<file path="config.mk">
export PLATFORM = sky130hd
export DESIGN_NAME = ext_bus_ctrl
export DESIGN_NICKNAME = d
export VERILOG_FILES = /design/src/core/ext_bus_ctrl.v
export VERILOG_INCLUDE_DIRS = /design/src /design/src/inc
export SDC_FILE = /design/constraint.sdc
export NUM_CORES = 1
export LEC_CHECK = 0
export ABC_AREA = 1
export BUFFER_PORTS_ARGS = -buffer_cell sky130_fd_sc_hd__buf_2
export CAP_MARGIN = 20
export CELL_PAD_IN_SITES_DETAIL_PLACEMENT = 1
export CELL_PAD_IN_SITES_GLOBAL_PLACEMENT = 1
export CORE_MARGIN = 5
export CORE_UTILIZATION = 35
export CTS_CLUSTER_DIAMETER = 120
export DETAILED_ROUTE_END_ITERATION = 10
export GPL_TIMING_DRIVEN = 0
export PLACE_DENSITY = 0.68
export RECOVER_POWER = 100
export SETUP_SLACK_MARGIN = 0.15
export SYNTH_ARGS = -nofsm -noshare
export SYNTH_HDL_FRONTEND = slang
export SYNTH_SLANG_ARGS = --single-unit
</file>
<file path="constraint.sdc">
create_clock -name CLK_I -period 6.05 [get_ports CLK_I]
set_input_delay 1.21 -clock CLK_I [delete_from_list [all_inputs] [get_ports CLK_I]]
set_output_delay 1.21 -clock CLK_I [all_outputs]
set_load 0.01 [all_outputs]
</file>
<file path="src/inc/ext_bus_defs.vh">
// constants shared by the external memory bus controller
// assumes a 32-bit word-aligned register map and byte addressing
`ifndef EXT_BUS_DEFS_VH
`define EXT_BUS_DEFS_VH

// register byte offsets
`define OFS_ACCESS_STATE 5'h00
`define OFS_BUS_WIDTH    5'h04
`define OFS_STALL_CTRL   5'h08
`define OFS_BUS_CTRL     5'h0C
`define OFS_STATUS       5'h10

// power-on reset values
`define RST_ACCESS_STATE 8'hFF
`define RST_BUS_WIDTH    8'hFF
`define RST_STALL_CTRL   16'hFFFF
`define RST_BUS_CTRL     4'h0

// bus control field positions
`define BC_STALL_PIN_EN  0
`define BC_BURST_ROM     1
`define BC_BURST_LEN     2
`define BC_BURST_WORDS   3

// request space codes
`define SPACE_MEM        2'h0
`define SPACE_PER        2'h1
`define SPACE_EXT        2'h2

// request size codes
`define SIZE_BYTE        2'h0
`define SIZE_WORD        2'h1
`define SIZE_LONG        2'h2

// states per access kind
`define STATES_MEM       2'h1
`define STATES_PER       2'h2
`define STATES_TWO       2'h2
`define STATES_THREE     2'h3

// burst ROM space
`define BURST_AREA       3'h0
`define WORD_STEP        24'h00_0002

`endif

</file>
<file path="src/core/ext_bus_ctrl.v">
// external memory bus controller: access sequencer and register file
// assumes one 100 MHz clock, an internal requester on the same clock,
// and external memory pins brought in through two-flop synchronisers
//
// Operation
// - every cycle lasts one, two or three states
// - on-chip memory: one state, 16-bit path
// - peripheral registers: two states, 8/16-bit path
// - external: 8/16-bit, 2 or 3 states
// - 8-bit area: upper lane, split words, longs
// - 16-bit area: byte/word, long as two words
// - 16-bit byte: even upper, odd lower lane
// - single read strobe, unused lane ignored
// - per-lane write strobes, unwritten lane floats
// - 8-bit area keeps lower write strobe high
// - zero to three stall states after second
// - stall bits binary, three-state areas only
// - width and state-count bit decoding per area
// - pin stalls follow programmed stalls while low
// - one stall pin enable for all areas
// - power-on: three states, three stalls, pin off
// - manual reset keeps register contents
// - burst area 0, instruction fetches only
// - burst initial cycle sized by area 0 bit
// - burst cycles one or two states, unstalled
// - burst limited to four or eight words
// - burst area 0 always sixteen bits wide
`timescale 1ns/1ps
`include "ext_bus_defs.vh"

module ext_bus_ctrl #(
  parameter [7:0] BUS_WIDTH_INIT = `RST_BUS_WIDTH
) (
  input  wire        CLK_I,
  input  wire        SRST_I,
  input  wire        MANUAL_RST_I,
  input  wire [4:0]  AVS_ADDRESS_I,
  input  wire        AVS_READ_I,
  input  wire        AVS_WRITE_I,
  input  wire [31:0] AVS_WRITEDATA_I,
  input  wire [3:0]  AVS_BYTEENABLE_I,
  output reg  [31:0] AVS_READDATA_O,
  output reg         AVS_WAITREQUEST_O,
  input  wire        REQ_I,
  input  wire [1:0]  REQ_SPACE_I,
  input  wire        REQ_PER_WIDE_I,
  input  wire [2:0]  REQ_AREA_I,
  input  wire [23:0] REQ_ADDR_I,
  input  wire [1:0]  REQ_SIZE_I,
  input  wire        REQ_WRITE_I,
  input  wire        REQ_FETCH_I,
  input  wire [31:0] REQ_WDATA_I,
  output reg         REQ_ACK_O,
  output reg  [31:0] REQ_RDATA_O,
  output reg         INT_MEM_STB_O,
  output reg         INT_PER_STB_O,
  output reg         INT_WE_O,
  output reg  [23:0] INT_ADDR_O,
  output reg  [15:0] INT_WDATA_O,
  output reg  [1:0]  INT_LANE_O,
  input  wire [15:0] INT_RDATA_I,
  output reg  [23:0] ADDR_O,
  output reg         READ_STROBE_N_O,
  output reg         UPPER_WRITE_STROBE_N_O,
  output reg         LOWER_WRITE_STROBE_N_O,
  output reg  [15:0] DATA_O,
  output reg  [1:0]  DATA_OE_O,
  input  wire [15:0] DATA_I,
  input  wire        STALL_REQUEST_N_I
);

  localparam [2:0] ST_IDLE  = 3'h0;
  localparam [2:0] ST_S1    = 3'h1;
  localparam [2:0] ST_S2    = 3'h2;
  localparam [2:0] ST_SW    = 3'h3;
  localparam [2:0] ST_S3    = 3'h4;
  localparam [2:0] ST_BURST = 3'h5;
  localparam [3:0] BUS_CTRL_INIT = `RST_BUS_CTRL;

  // configuration, loaded with its reset values only by power-on reset
  reg  [7:0]  access_state_q;
  reg  [7:0]  bus_width_q;
  reg  [15:0] stall_ctrl_q;
  reg         stall_pin_enable_q;
  reg         burst_rom_select_q;
  reg         burst_cycle_length_select_q;
  reg         burst_word_count_select_q;

  // synchronisers for pins
  reg  [15:0] din_s1_q;
  reg  [15:0] din_s2_q;
  reg         stall_s1_q;
  reg         stall_s2_q;
  reg         mrst_s1_q;
  reg         mrst_s2_q;

  // sequencer state
  reg  [2:0]  state_q;
  reg  [2:0]  state_d;
  reg  [1:0]  idx_q;
  reg  [1:0]  idx_d;
  reg  [1:0]  wcnt_q;
  reg  [1:0]  wcnt_d;
  reg  [31:0] rdata_q;
  reg  [31:0] rdata_d;
  reg         burst_open_q;
  reg  [23:0] next_addr_q;
  reg  [1:0]  space_q;
  reg         pwide_q;
  reg  [2:0]  area_q;
  reg  [23:0] addr_q;
  reg  [1:0]  size_q;
  reg         we_q;
  reg         fetch_q;
  reg  [31:0] wdata_q;

  // combinational helpers
  reg         in_idle;
  reg  [1:0]  s_space;
  reg         s_pwide;
  reg  [2:0]  s_area;
  reg  [23:0] s_addr;
  reg  [1:0]  s_size;
  reg         s_we;
  reg         s_fetch;
  reg  [31:0] s_wdata;
  reg         s_ext;
  reg         s_bsp;
  reg         s_wide;
  reg         s_three;
  reg  [1:0]  s_prog;
  reg  [1:0]  s_states;
  reg  [1:0]  s_last;
  reg         pin_stall;
  reg         fin;
  reg         start;
  reg         done;
  reg         cont;
  reg  [23:0] sub_addr;
  reg         lane_u;
  reg         lane_l;
  reg  [15:0] sub_wdata;
  reg  [4:0]  sh;
  reg  [31:0] shifted;
  reg  [15:0] rin;
  reg  [7:0]  rbyte;
  reg         active;
  reg  [31:0] reg_rdata;

  wire        seq_rst = SRST_I | mrst_s2_q;
  wire        bus_req = AVS_READ_I | AVS_WRITE_I;
  wire        bus_wr  = AVS_WRITE_I & ~AVS_WAITREQUEST_O;

  // pin inputs pass two flops; only the second stage is read
  always @(posedge CLK_I) begin
    din_s1_q   <= DATA_I;
    din_s2_q   <= din_s1_q;
    stall_s1_q <= STALL_REQUEST_N_I;
    stall_s2_q <= stall_s1_q;
    mrst_s1_q  <= MANUAL_RST_I;
    mrst_s2_q  <= mrst_s1_q;
  end

  // request source: live inputs when idle, latched copy afterwards
  always @* begin
    in_idle = (state_q == ST_IDLE);
    s_space = in_idle ? REQ_SPACE_I    : space_q;
    s_pwide = in_idle ? REQ_PER_WIDE_I : pwide_q;
    s_area  = in_idle ? REQ_AREA_I     : area_q;
    s_addr  = in_idle ? REQ_ADDR_I     : addr_q;
    s_size  = in_idle ? REQ_SIZE_I     : size_q;
    s_we    = in_idle ? REQ_WRITE_I    : we_q;
    s_fetch = in_idle ? REQ_FETCH_I    : fetch_q;
    s_wdata = in_idle ? REQ_WDATA_I    : wdata_q;
    s_ext   = (s_space == `SPACE_EXT);
    // area 0 becomes burst space only when selected
    s_bsp   = s_ext && (s_area == `BURST_AREA) &&
              burst_rom_select_q;
    // width bit 0 means 16-bit; burst space ignores it
    if (s_space == `SPACE_MEM)
      s_wide = 1'b1;
    else if (s_space == `SPACE_PER)
      s_wide = s_pwide;
    else
      s_wide = s_bsp | ~bus_width_q[s_area];
    // state-count bit 1 means three states; area 0 bit sizes burst
    s_three = access_state_q[s_area];
    s_prog  = stall_ctrl_q[{s_area, 1'b0} +: 2];
    if (s_space == `SPACE_MEM)
      s_states = `STATES_MEM;
    else if (s_space == `SPACE_PER)
      s_states = `STATES_PER;
    else
      s_states = s_three ? `STATES_THREE : `STATES_TWO;
    // index of the last access in the transfer
    if (s_size == `SIZE_BYTE)
      s_last = 2'h0;
    else if (s_size == `SIZE_WORD)
      s_last = s_wide ? 2'h0 : 2'h1;
    else
      s_last = s_wide ? 2'h1 : 2'h3;
    // the enable is global, not per area
    pin_stall = stall_pin_enable_q & ~stall_s2_q;
  end

  // sequencer next state
  always @* begin
    state_d = state_q;
    idx_d   = idx_q;
    wcnt_d  = wcnt_q;
    fin     = 1'b0;
    start   = 1'b0;
    done    = 1'b0;
    cont    = 1'b0;
    case (state_q)
      ST_IDLE: begin
        // ack cycle blocks a second take of the same request
        if (REQ_I && !REQ_ACK_O) begin
          start = 1'b1;
          idx_d = 2'h0;
        end
      end
      ST_S1: begin
        if (s_states == `STATES_MEM)
          fin = 1'b1;
        else
          state_d = ST_S2;
      end
      ST_S2: begin
        if (s_states == `STATES_TWO)
          fin = 1'b1;
        else if (s_prog != 2'h0) begin
          state_d = ST_SW;
          wcnt_d  = s_prog - 2'h1;
        end else if (pin_stall) begin
          state_d = ST_SW;
          wcnt_d  = 2'h0;
        end else
          state_d = ST_S3;
      end
      ST_SW: begin
        // programmed stalls first, then the pin while it stays low
        if (wcnt_q != 2'h0)
          wcnt_d = wcnt_q - 2'h1;
        else if (!pin_stall)
          state_d = ST_S3;
      end
      ST_S3: begin
        fin = 1'b1;
      end
      ST_BURST: begin
        // continuation cycles never look at the stall pin
        if (wcnt_q != 2'h0)
          wcnt_d = wcnt_q - 2'h1;
        else
          fin = 1'b1;
      end
      default: begin
        state_d = ST_IDLE;
      end
    endcase
    if (fin) begin
      if (idx_q == s_last) begin
        state_d = ST_IDLE;
        done    = 1'b1;
      end else begin
        start = 1'b1;
        idx_d = idx_q + 2'h1;
      end
    end
    // address of the access now starting or running
    if (s_wide)
      sub_addr = s_addr + {21'h00_0000, idx_d, 1'b0};
    else
      sub_addr = s_addr + {22'h00_0000, idx_d};
    if (start) begin
      // continuation only inside one aligned block of 4 or 8 words
      cont = s_bsp && s_fetch &&
             (burst_word_count_select_q ? (sub_addr[3:1] != 3'h0) :
                                          (sub_addr[2:1] != 2'h0)) &&
             ((burst_open_q && sub_addr == next_addr_q) ||
              idx_d != 2'h0);
      state_d = cont ? ST_BURST : ST_S1;
      wcnt_d  = (cont && burst_cycle_length_select_q) ? 2'h1 : 2'h0;
    end
  end

  // lane selection and write data of the current access
  always @* begin
    if (!s_wide) begin
      lane_u = 1'b1;
      lane_l = 1'b0;
    end else if (s_size == `SIZE_BYTE) begin
      lane_u = ~s_addr[0];
      lane_l = s_addr[0];
    end else begin
      lane_u = 1'b1;
      lane_l = 1'b1;
    end
    sh      = {s_last - idx_d, 3'b000};
    shifted = s_wdata >> sh;
    if (s_wide && s_size != `SIZE_BYTE)
      sub_wdata = (s_size == `SIZE_LONG && idx_d == 2'h0) ?
                  s_wdata[31:16] : s_wdata[15:0];
    else
      sub_wdata = {shifted[7:0], shifted[7:0]};
    active = (state_d != ST_IDLE);
  end

  // read assembly: bytes or words shift in, first one ends up highest
  always @* begin
    rin     = s_ext ? din_s2_q : INT_RDATA_I;
    // an unused lane is never looked at
    rbyte   = (s_wide && s_addr[0]) ? rin[7:0] : rin[15:8];
    rdata_d = rdata_q;
    if (in_idle)
      rdata_d = 32'h0000_0000;
    else if (fin && !s_we) begin
      if (!s_wide || s_size == `SIZE_BYTE)
        rdata_d = {rdata_q[23:0], rbyte};
      else
        rdata_d = {rdata_q[15:0], rin};
    end
  end

  // sequencer and pins; request copies need no reset
  always @(posedge CLK_I) begin
    if (seq_rst) begin
      state_q                <= ST_IDLE;
      idx_q                  <= 2'h0;
      wcnt_q                 <= 2'h0;
      rdata_q                <= 32'h0000_0000;
      burst_open_q           <= 1'b0;
      REQ_ACK_O              <= 1'b0;
      REQ_RDATA_O            <= 32'h0000_0000;
      INT_MEM_STB_O          <= 1'b0;
      INT_PER_STB_O          <= 1'b0;
      INT_WE_O               <= 1'b0;
      INT_ADDR_O             <= 24'h00_0000;
      INT_WDATA_O            <= 16'h0000;
      INT_LANE_O             <= 2'h0;
      ADDR_O                 <= 24'h00_0000;
      READ_STROBE_N_O        <= 1'b1;
      UPPER_WRITE_STROBE_N_O <= 1'b1;
      LOWER_WRITE_STROBE_N_O <= 1'b1;
      DATA_O                 <= 16'h0000;
      DATA_OE_O              <= 2'h0;
    end else begin
      state_q   <= state_d;
      idx_q     <= idx_d;
      wcnt_q    <= wcnt_d;
      rdata_q   <= rdata_d;
      REQ_ACK_O <= done;
      if (done)
        REQ_RDATA_O <= rdata_d;
      if (in_idle && start) begin
        space_q <= REQ_SPACE_I;
        pwide_q <= REQ_PER_WIDE_I;
        area_q  <= REQ_AREA_I;
        addr_q  <= REQ_ADDR_I;
        size_q  <= REQ_SIZE_I;
        we_q    <= REQ_WRITE_I;
        fetch_q <= REQ_FETCH_I;
        wdata_q <= REQ_WDATA_I;
      end
      // a completed burst-space fetch leaves the burst open
      if (fin && s_ext) begin
        burst_open_q <= s_bsp & s_fetch;
        next_addr_q  <= ADDR_O + `WORD_STEP;
      end else if (!burst_rom_select_q)
        burst_open_q <= 1'b0;
      // internal side
      INT_MEM_STB_O <= active && (s_space == `SPACE_MEM);
      INT_PER_STB_O <= active && (s_space == `SPACE_PER);
      INT_WE_O      <= active && !s_ext && s_we;
      INT_LANE_O    <= active ? {lane_u, lane_l} : 2'h0;
      if (active && !s_ext) begin
        INT_ADDR_O  <= sub_addr;
        INT_WDATA_O <= sub_wdata;
      end
      // external side; strobes held for the whole access
      if (active && s_ext) begin
        ADDR_O <= sub_addr;
        DATA_O <= sub_wdata;
      end
      READ_STROBE_N_O        <= ~(active && s_ext && !s_we);
      UPPER_WRITE_STROBE_N_O <= ~(active && s_ext && s_we &&
                                  lane_u);
      LOWER_WRITE_STROBE_N_O <= ~(active && s_ext && s_we &&
                                  lane_l);
      // lanes not written stay undriven
      DATA_OE_O <= (active && s_ext && s_we) ? {lane_u, lane_l} :
                   2'h0;
    end
  end

  // register read mux
  always @* begin
    reg_rdata = 32'h0000_0000;
    if (AVS_ADDRESS_I == `OFS_ACCESS_STATE)
      reg_rdata[7:0] = access_state_q;
    else if (AVS_ADDRESS_I == `OFS_BUS_WIDTH)
      reg_rdata[7:0] = bus_width_q;
    else if (AVS_ADDRESS_I == `OFS_STALL_CTRL)
      reg_rdata[15:0] = stall_ctrl_q;
    else if (AVS_ADDRESS_I == `OFS_BUS_CTRL)
      reg_rdata[3:0] = {burst_word_count_select_q,
                        burst_cycle_length_select_q,
                        burst_rom_select_q, stall_pin_enable_q};
    else if (AVS_ADDRESS_I == `OFS_STATUS)
      reg_rdata[7:0] = {burst_open_q, idx_q, state_q,
                        ~in_idle, REQ_ACK_O};
  end

  // avalon slave: one wait cycle, then the access completes
  always @(posedge CLK_I) begin
    if (SRST_I) begin
      AVS_WAITREQUEST_O <= 1'b1;
      AVS_READDATA_O    <= 32'h0000_0000;
    end else if (bus_req && AVS_WAITREQUEST_O) begin
      AVS_WAITREQUEST_O <= 1'b0;
      AVS_READDATA_O    <= reg_rdata;
    end else
      AVS_WAITREQUEST_O <= 1'b1;
  end

  // configuration writes; the manual reset leaves these alone
  always @(posedge CLK_I) begin
    if (SRST_I) begin
      access_state_q              <= `RST_ACCESS_STATE;
      bus_width_q                 <= BUS_WIDTH_INIT;
      stall_ctrl_q                <= `RST_STALL_CTRL;
      stall_pin_enable_q          <= BUS_CTRL_INIT[`BC_STALL_PIN_EN];
      burst_rom_select_q          <= BUS_CTRL_INIT[`BC_BURST_ROM];
      burst_cycle_length_select_q <= BUS_CTRL_INIT[`BC_BURST_LEN];
      burst_word_count_select_q   <= BUS_CTRL_INIT[`BC_BURST_WORDS];
    end else if (bus_wr) begin
      if (AVS_ADDRESS_I == `OFS_ACCESS_STATE) begin
        if (AVS_BYTEENABLE_I[0])
          access_state_q <= AVS_WRITEDATA_I[7:0];
      end else if (AVS_ADDRESS_I == `OFS_BUS_WIDTH) begin
        if (AVS_BYTEENABLE_I[0])
          bus_width_q <= AVS_WRITEDATA_I[7:0];
      end else if (AVS_ADDRESS_I == `OFS_STALL_CTRL) begin
        if (AVS_BYTEENABLE_I[0])
          stall_ctrl_q[7:0] <= AVS_WRITEDATA_I[7:0];
        if (AVS_BYTEENABLE_I[1])
          stall_ctrl_q[15:8] <= AVS_WRITEDATA_I[15:8];
      end else if (AVS_ADDRESS_I == `OFS_BUS_CTRL) begin
        if (AVS_BYTEENABLE_I[0]) begin
          stall_pin_enable_q <= AVS_WRITEDATA_I[`BC_STALL_PIN_EN];
          burst_rom_select_q <= AVS_WRITEDATA_I[`BC_BURST_ROM];
          burst_cycle_length_select_q <=
            AVS_WRITEDATA_I[`BC_BURST_LEN];
          burst_word_count_select_q <=
            AVS_WRITEDATA_I[`BC_BURST_WORDS];
        end
      end
    end
  end

endmodule

</file>
==> flow_summary.yaml <==
worst_hold_path:
  min_to: "din_s2_q[4]$_DFF_P_"
  min_path_cells: 0
  min_path_type: "reg -> reg"
  min-delay-start: "din_s1_q[4]$_DFF_P_"
global_routing:
  overflow: 0
  grt.total_usage_pct: 22.5
  grt_pass1_wl_mm: 91.8
  grt_max_degree: 34
  grt_pass1_vias: 16100
  antenna_found_initial: 0
synthesis:
  synthCells: 2094
  yosys_warnings: 0
  seq_area_frac_synth_pct: 46.7
  synth-seq-cells: 342
  netlist_area_um2: 16600
  synth_area_per_cell_um2: 7.92
  ys_types: 54
  synth_edf_count: 90
  synth_top_area_share_pct: 30.4
  synth_top_cell_by_area: "dfxtp_1"
  synth_async_sr_flop_share_pct: 0
  ys_top_cells_by_area: "dfxtp_1 30%, edfxtp_1 16%, nand2_1 10%, nor2_1 5.4%, nand3_1 4.6%"
  synth_top_flop_cell: "dfxtp_1"
timing:
  finalHoldViolations: 0
  setup_violations: 0
  timing.final.crit_period_ns: 5.54
  skew_ns: 0.0126
  tns_ns: 0
  slew_viol_final: 67
  rsz0062_at_grt: "no"
  slew_headroom_pct: -32.2
  post-route-period-util_pct: 91.6
  tightest_slew_ns: 1.98
  max_freq_mhz: 181
clocking:
  cts_tree: "done"
  cts-htree-levels: 2
  cts.hold.buffers_added: 0
  root_buffer: "clkbuf_16"
  cts_num_sinks: 342
  cts_max_path_buffers: 3
  insertion_delay_ns: 0.58
  cts_buffers: 42
  clkTransAtPathRegs_ns: 0.06
power_and_ir_drop:
  pwr_density_cell_nw_per_um2: 306
  peakVddDrop_mv: 0.227
  p_leak_nw: 8.09
worst_setup_path:
  path_max_fanout: 10
  worst_ep_arrival_time_ns: 5.91
  r2r-end: "UPPER_WRITE_STROBE_N_O$_SDFF_PN1_"
  worstSetupPathType: "in -> reg"
  worst-r2r-setup-slack_ns: 0.57
  crit_path_start_kind: "primary input"
  max_stage_delay_ns: 0.41
  crit_top_cell: "nand2_1"
  crit_required_ns: 6.42
  critPathSlowestCell: "fa_1"
  rr_startpoint: "state_q[2]$_SDFF_PN0_"
  crit_path_end_kind: "register"
  reg2regPathDepth: 30
run:
  cap_violations: 2
detailed_routing:
  ant_nets: 0
  drt_first_pass_iters: 5
  wl_per_cell_um: 19.5
  drt_iter0_drc: 854
  drc: 0
  dr_total_vias: 15500
  via_per_inst: 5.04
  wl_mm: 59.9
final_layout:
  diodes: 0
  final_util_pct: 42.6
  drive_above_1_share_pct: 12.8
  areaGrowthSynthToFinish_pct: 20.2
  nets: 2585
floorplan:
  die-width_um: 228
  initial_utilization_pct: 35.5
  dieHeight_um: 228
  coreArea_um2: 46800
  rows: 79
  pin_count: 302
  dieArea_um2: 51800
placed_design:
  port_buffers: 267
  place_congestion: 0.880
  dp_hpwl_mm: 46.7
run_status:
  status: "complete, but fails checks"
  violations: "capacitance limit, slew limit"
[cells in the final DEF (no fill, tap or decap), drive strengths merged, types with 4 or more instances in the layout]
master,count
mux2i,32
conb,16
nand4,18
nor3,21
o311ai,8
edfxtp,90
nand3b,17
o211ai,64
xor2,20
clkbuf,351
o21ai,131
buf,114
nand2,505
a21oi,116
inv,191
nor4,6
or2,24
ha,7
a31oi,11
nand3,166
nor2,272
xnor2,9
dfxtp,252
clkinv,6
o221ai,4
[worst max-delay path: cells and delay by family]
kind | cells | cell delay (ns)
adders and majority gates | 2 | 0.63
AOI/OAI and AO/OA | 1 | 0.08
and+or+nand+nor | 27 | 3.04
buffers and inverters | 7 | 0.90
[power breakdown]
| group | switching, mW | internal [mW] |
|---|---|---|
| clock network | 1.02 | 1.52 |
| registers | 0.0477 | 2.43 |
| logic | 0.745 | 0.332 |
[per-stage QoR]
| stage | instances | total power [mW] | hold WS [ns] | worst slack (ns) | cell area [um^2] |
|---|---|---|---|---|---|
| floorplan | 2109 | 3.20 | 0.310 | 0.727 | 16600 |
| global placement | 2983 | 3.58 | 0.314 | -2.46 | 18700 |
| detailed placement | 2987 | 3.61 | 0.313 | -0.659 | 18800 |
| CTS | 3062 | 6.18 | 0.323 | 0.155 | 20200 |
| global route | 3069 | 6.38 | 0.332 | 0.107 | 19900 |
| finish | 3069 | 6.10 | 0.324 | 0.510 | 19900 |
[area by class of cell]
class                   instances  area (um^2)
plain buffers                 121          714
clock inverters                 9          119
repair buffers                278         1150
flip-flops and latches        342         7750
well taps                     607          759
fillers                      5883        26800
clock buffers                  66         1260
inverters                     190          727
multi-input cells            1456         7440
[logic make-up after synthesis]
group | synth area share (%)
flip-flops | 46.7
buffers and inverters | 8.78
other | 0.0226
AND/OR/NAND/NOR | 28.6
XOR/XNOR | 1.53
multiplexers | 1.93
AO/OA/AOI/OAI | 11.8
adder cells (fa/ha/maj) | 0.649
[what timing repair did]
item	CTS	global route
gates resized for setup	3	16
endpoints found under the hold margin	0	0
buffers inserted	0	7
setup endpoints to repair	55	90
pin swaps	0	3
[registers in the layout, indices dropped and copies added, names as in the netlist, 3 cells and up]
register / count
state_q: 3
INT_ADDR_O: 24
REQ_RDATA_O: 32
stall_ctrl_q: 16
access_state_q: 8
din_s2_q: 16
ADDR_O: 24
area_q: 3
wdata_q: 32
bus_width_q: 8
addr_q: 24
AVS_READDATA_O: 16
din_s1_q: 16
next_addr_q: 24
rdata_q: 32
DATA_O: 16
INT_WDATA_O: 16
[Yosys cell counts (4+ instances only)]
master / number
o221ai_1: 4
buf_4: 22
nor2_2: 29
nand3_1: 153
ha_1: 7
or2_2: 21
nor3_1: 21
buf_1: 11
nor2_4: 6
nand4_1: 17
buf_6: 4
mux2i_1: 32
nand3_4: 4
o311ai_0: 8
nand2_1: 458
xnor2_1: 9
o211ai_1: 64
nor4_1: 5
edfxtp_1: 90
inv_2: 7
dfxtp_1: 252
buf_8: 5
nand3_2: 9
nand2_2: 29
xor2_1: 20
buf_2: 6
nand3b_1: 17
clkbuf_8: 5
o21ai_0: 124
a21oi_1: 116
inv_1: 179
nand2_4: 18
clkbuf_1: 65
a31oi_1: 11
nor2_1: 237
[worst max-delay path by stage]
| stage | endpoint | from |
|---|---|---|
| global placement | wdata_q[9]$_DFFE_PP_ | SRST_I |
| detailed placement | INT_PER_STB_O$_SDFF_PN0_ | REQ_AREA_I[1] |
| floorplan | addr_q[0]$_DFFE_PP_ | SRST_I |
| finish | UPPER_WRITE_STROBE_N_O$_SDFF_PN1_ | REQ_AREA_I[0] |
| global route | INT_ADDR_O[19]$_SDFFE_PN0P_ | state_q[2]$_SDFF_PN0_ |
| CTS | INT_MEM_STB_O$_SDFF_PN0_ | REQ_AREA_I[0] |
[layer usage]
metal  vias to the layer above  GRT usage (%)  share of wire, %
met5                         -              0                 0
met4                         0           6.77               2.7
met3                        90           3.70               4.9
met2                       364           38.5                48
met1                      7458           29.5                45
li1                       7561              -                 -
(Power assumes the default switching activity.)
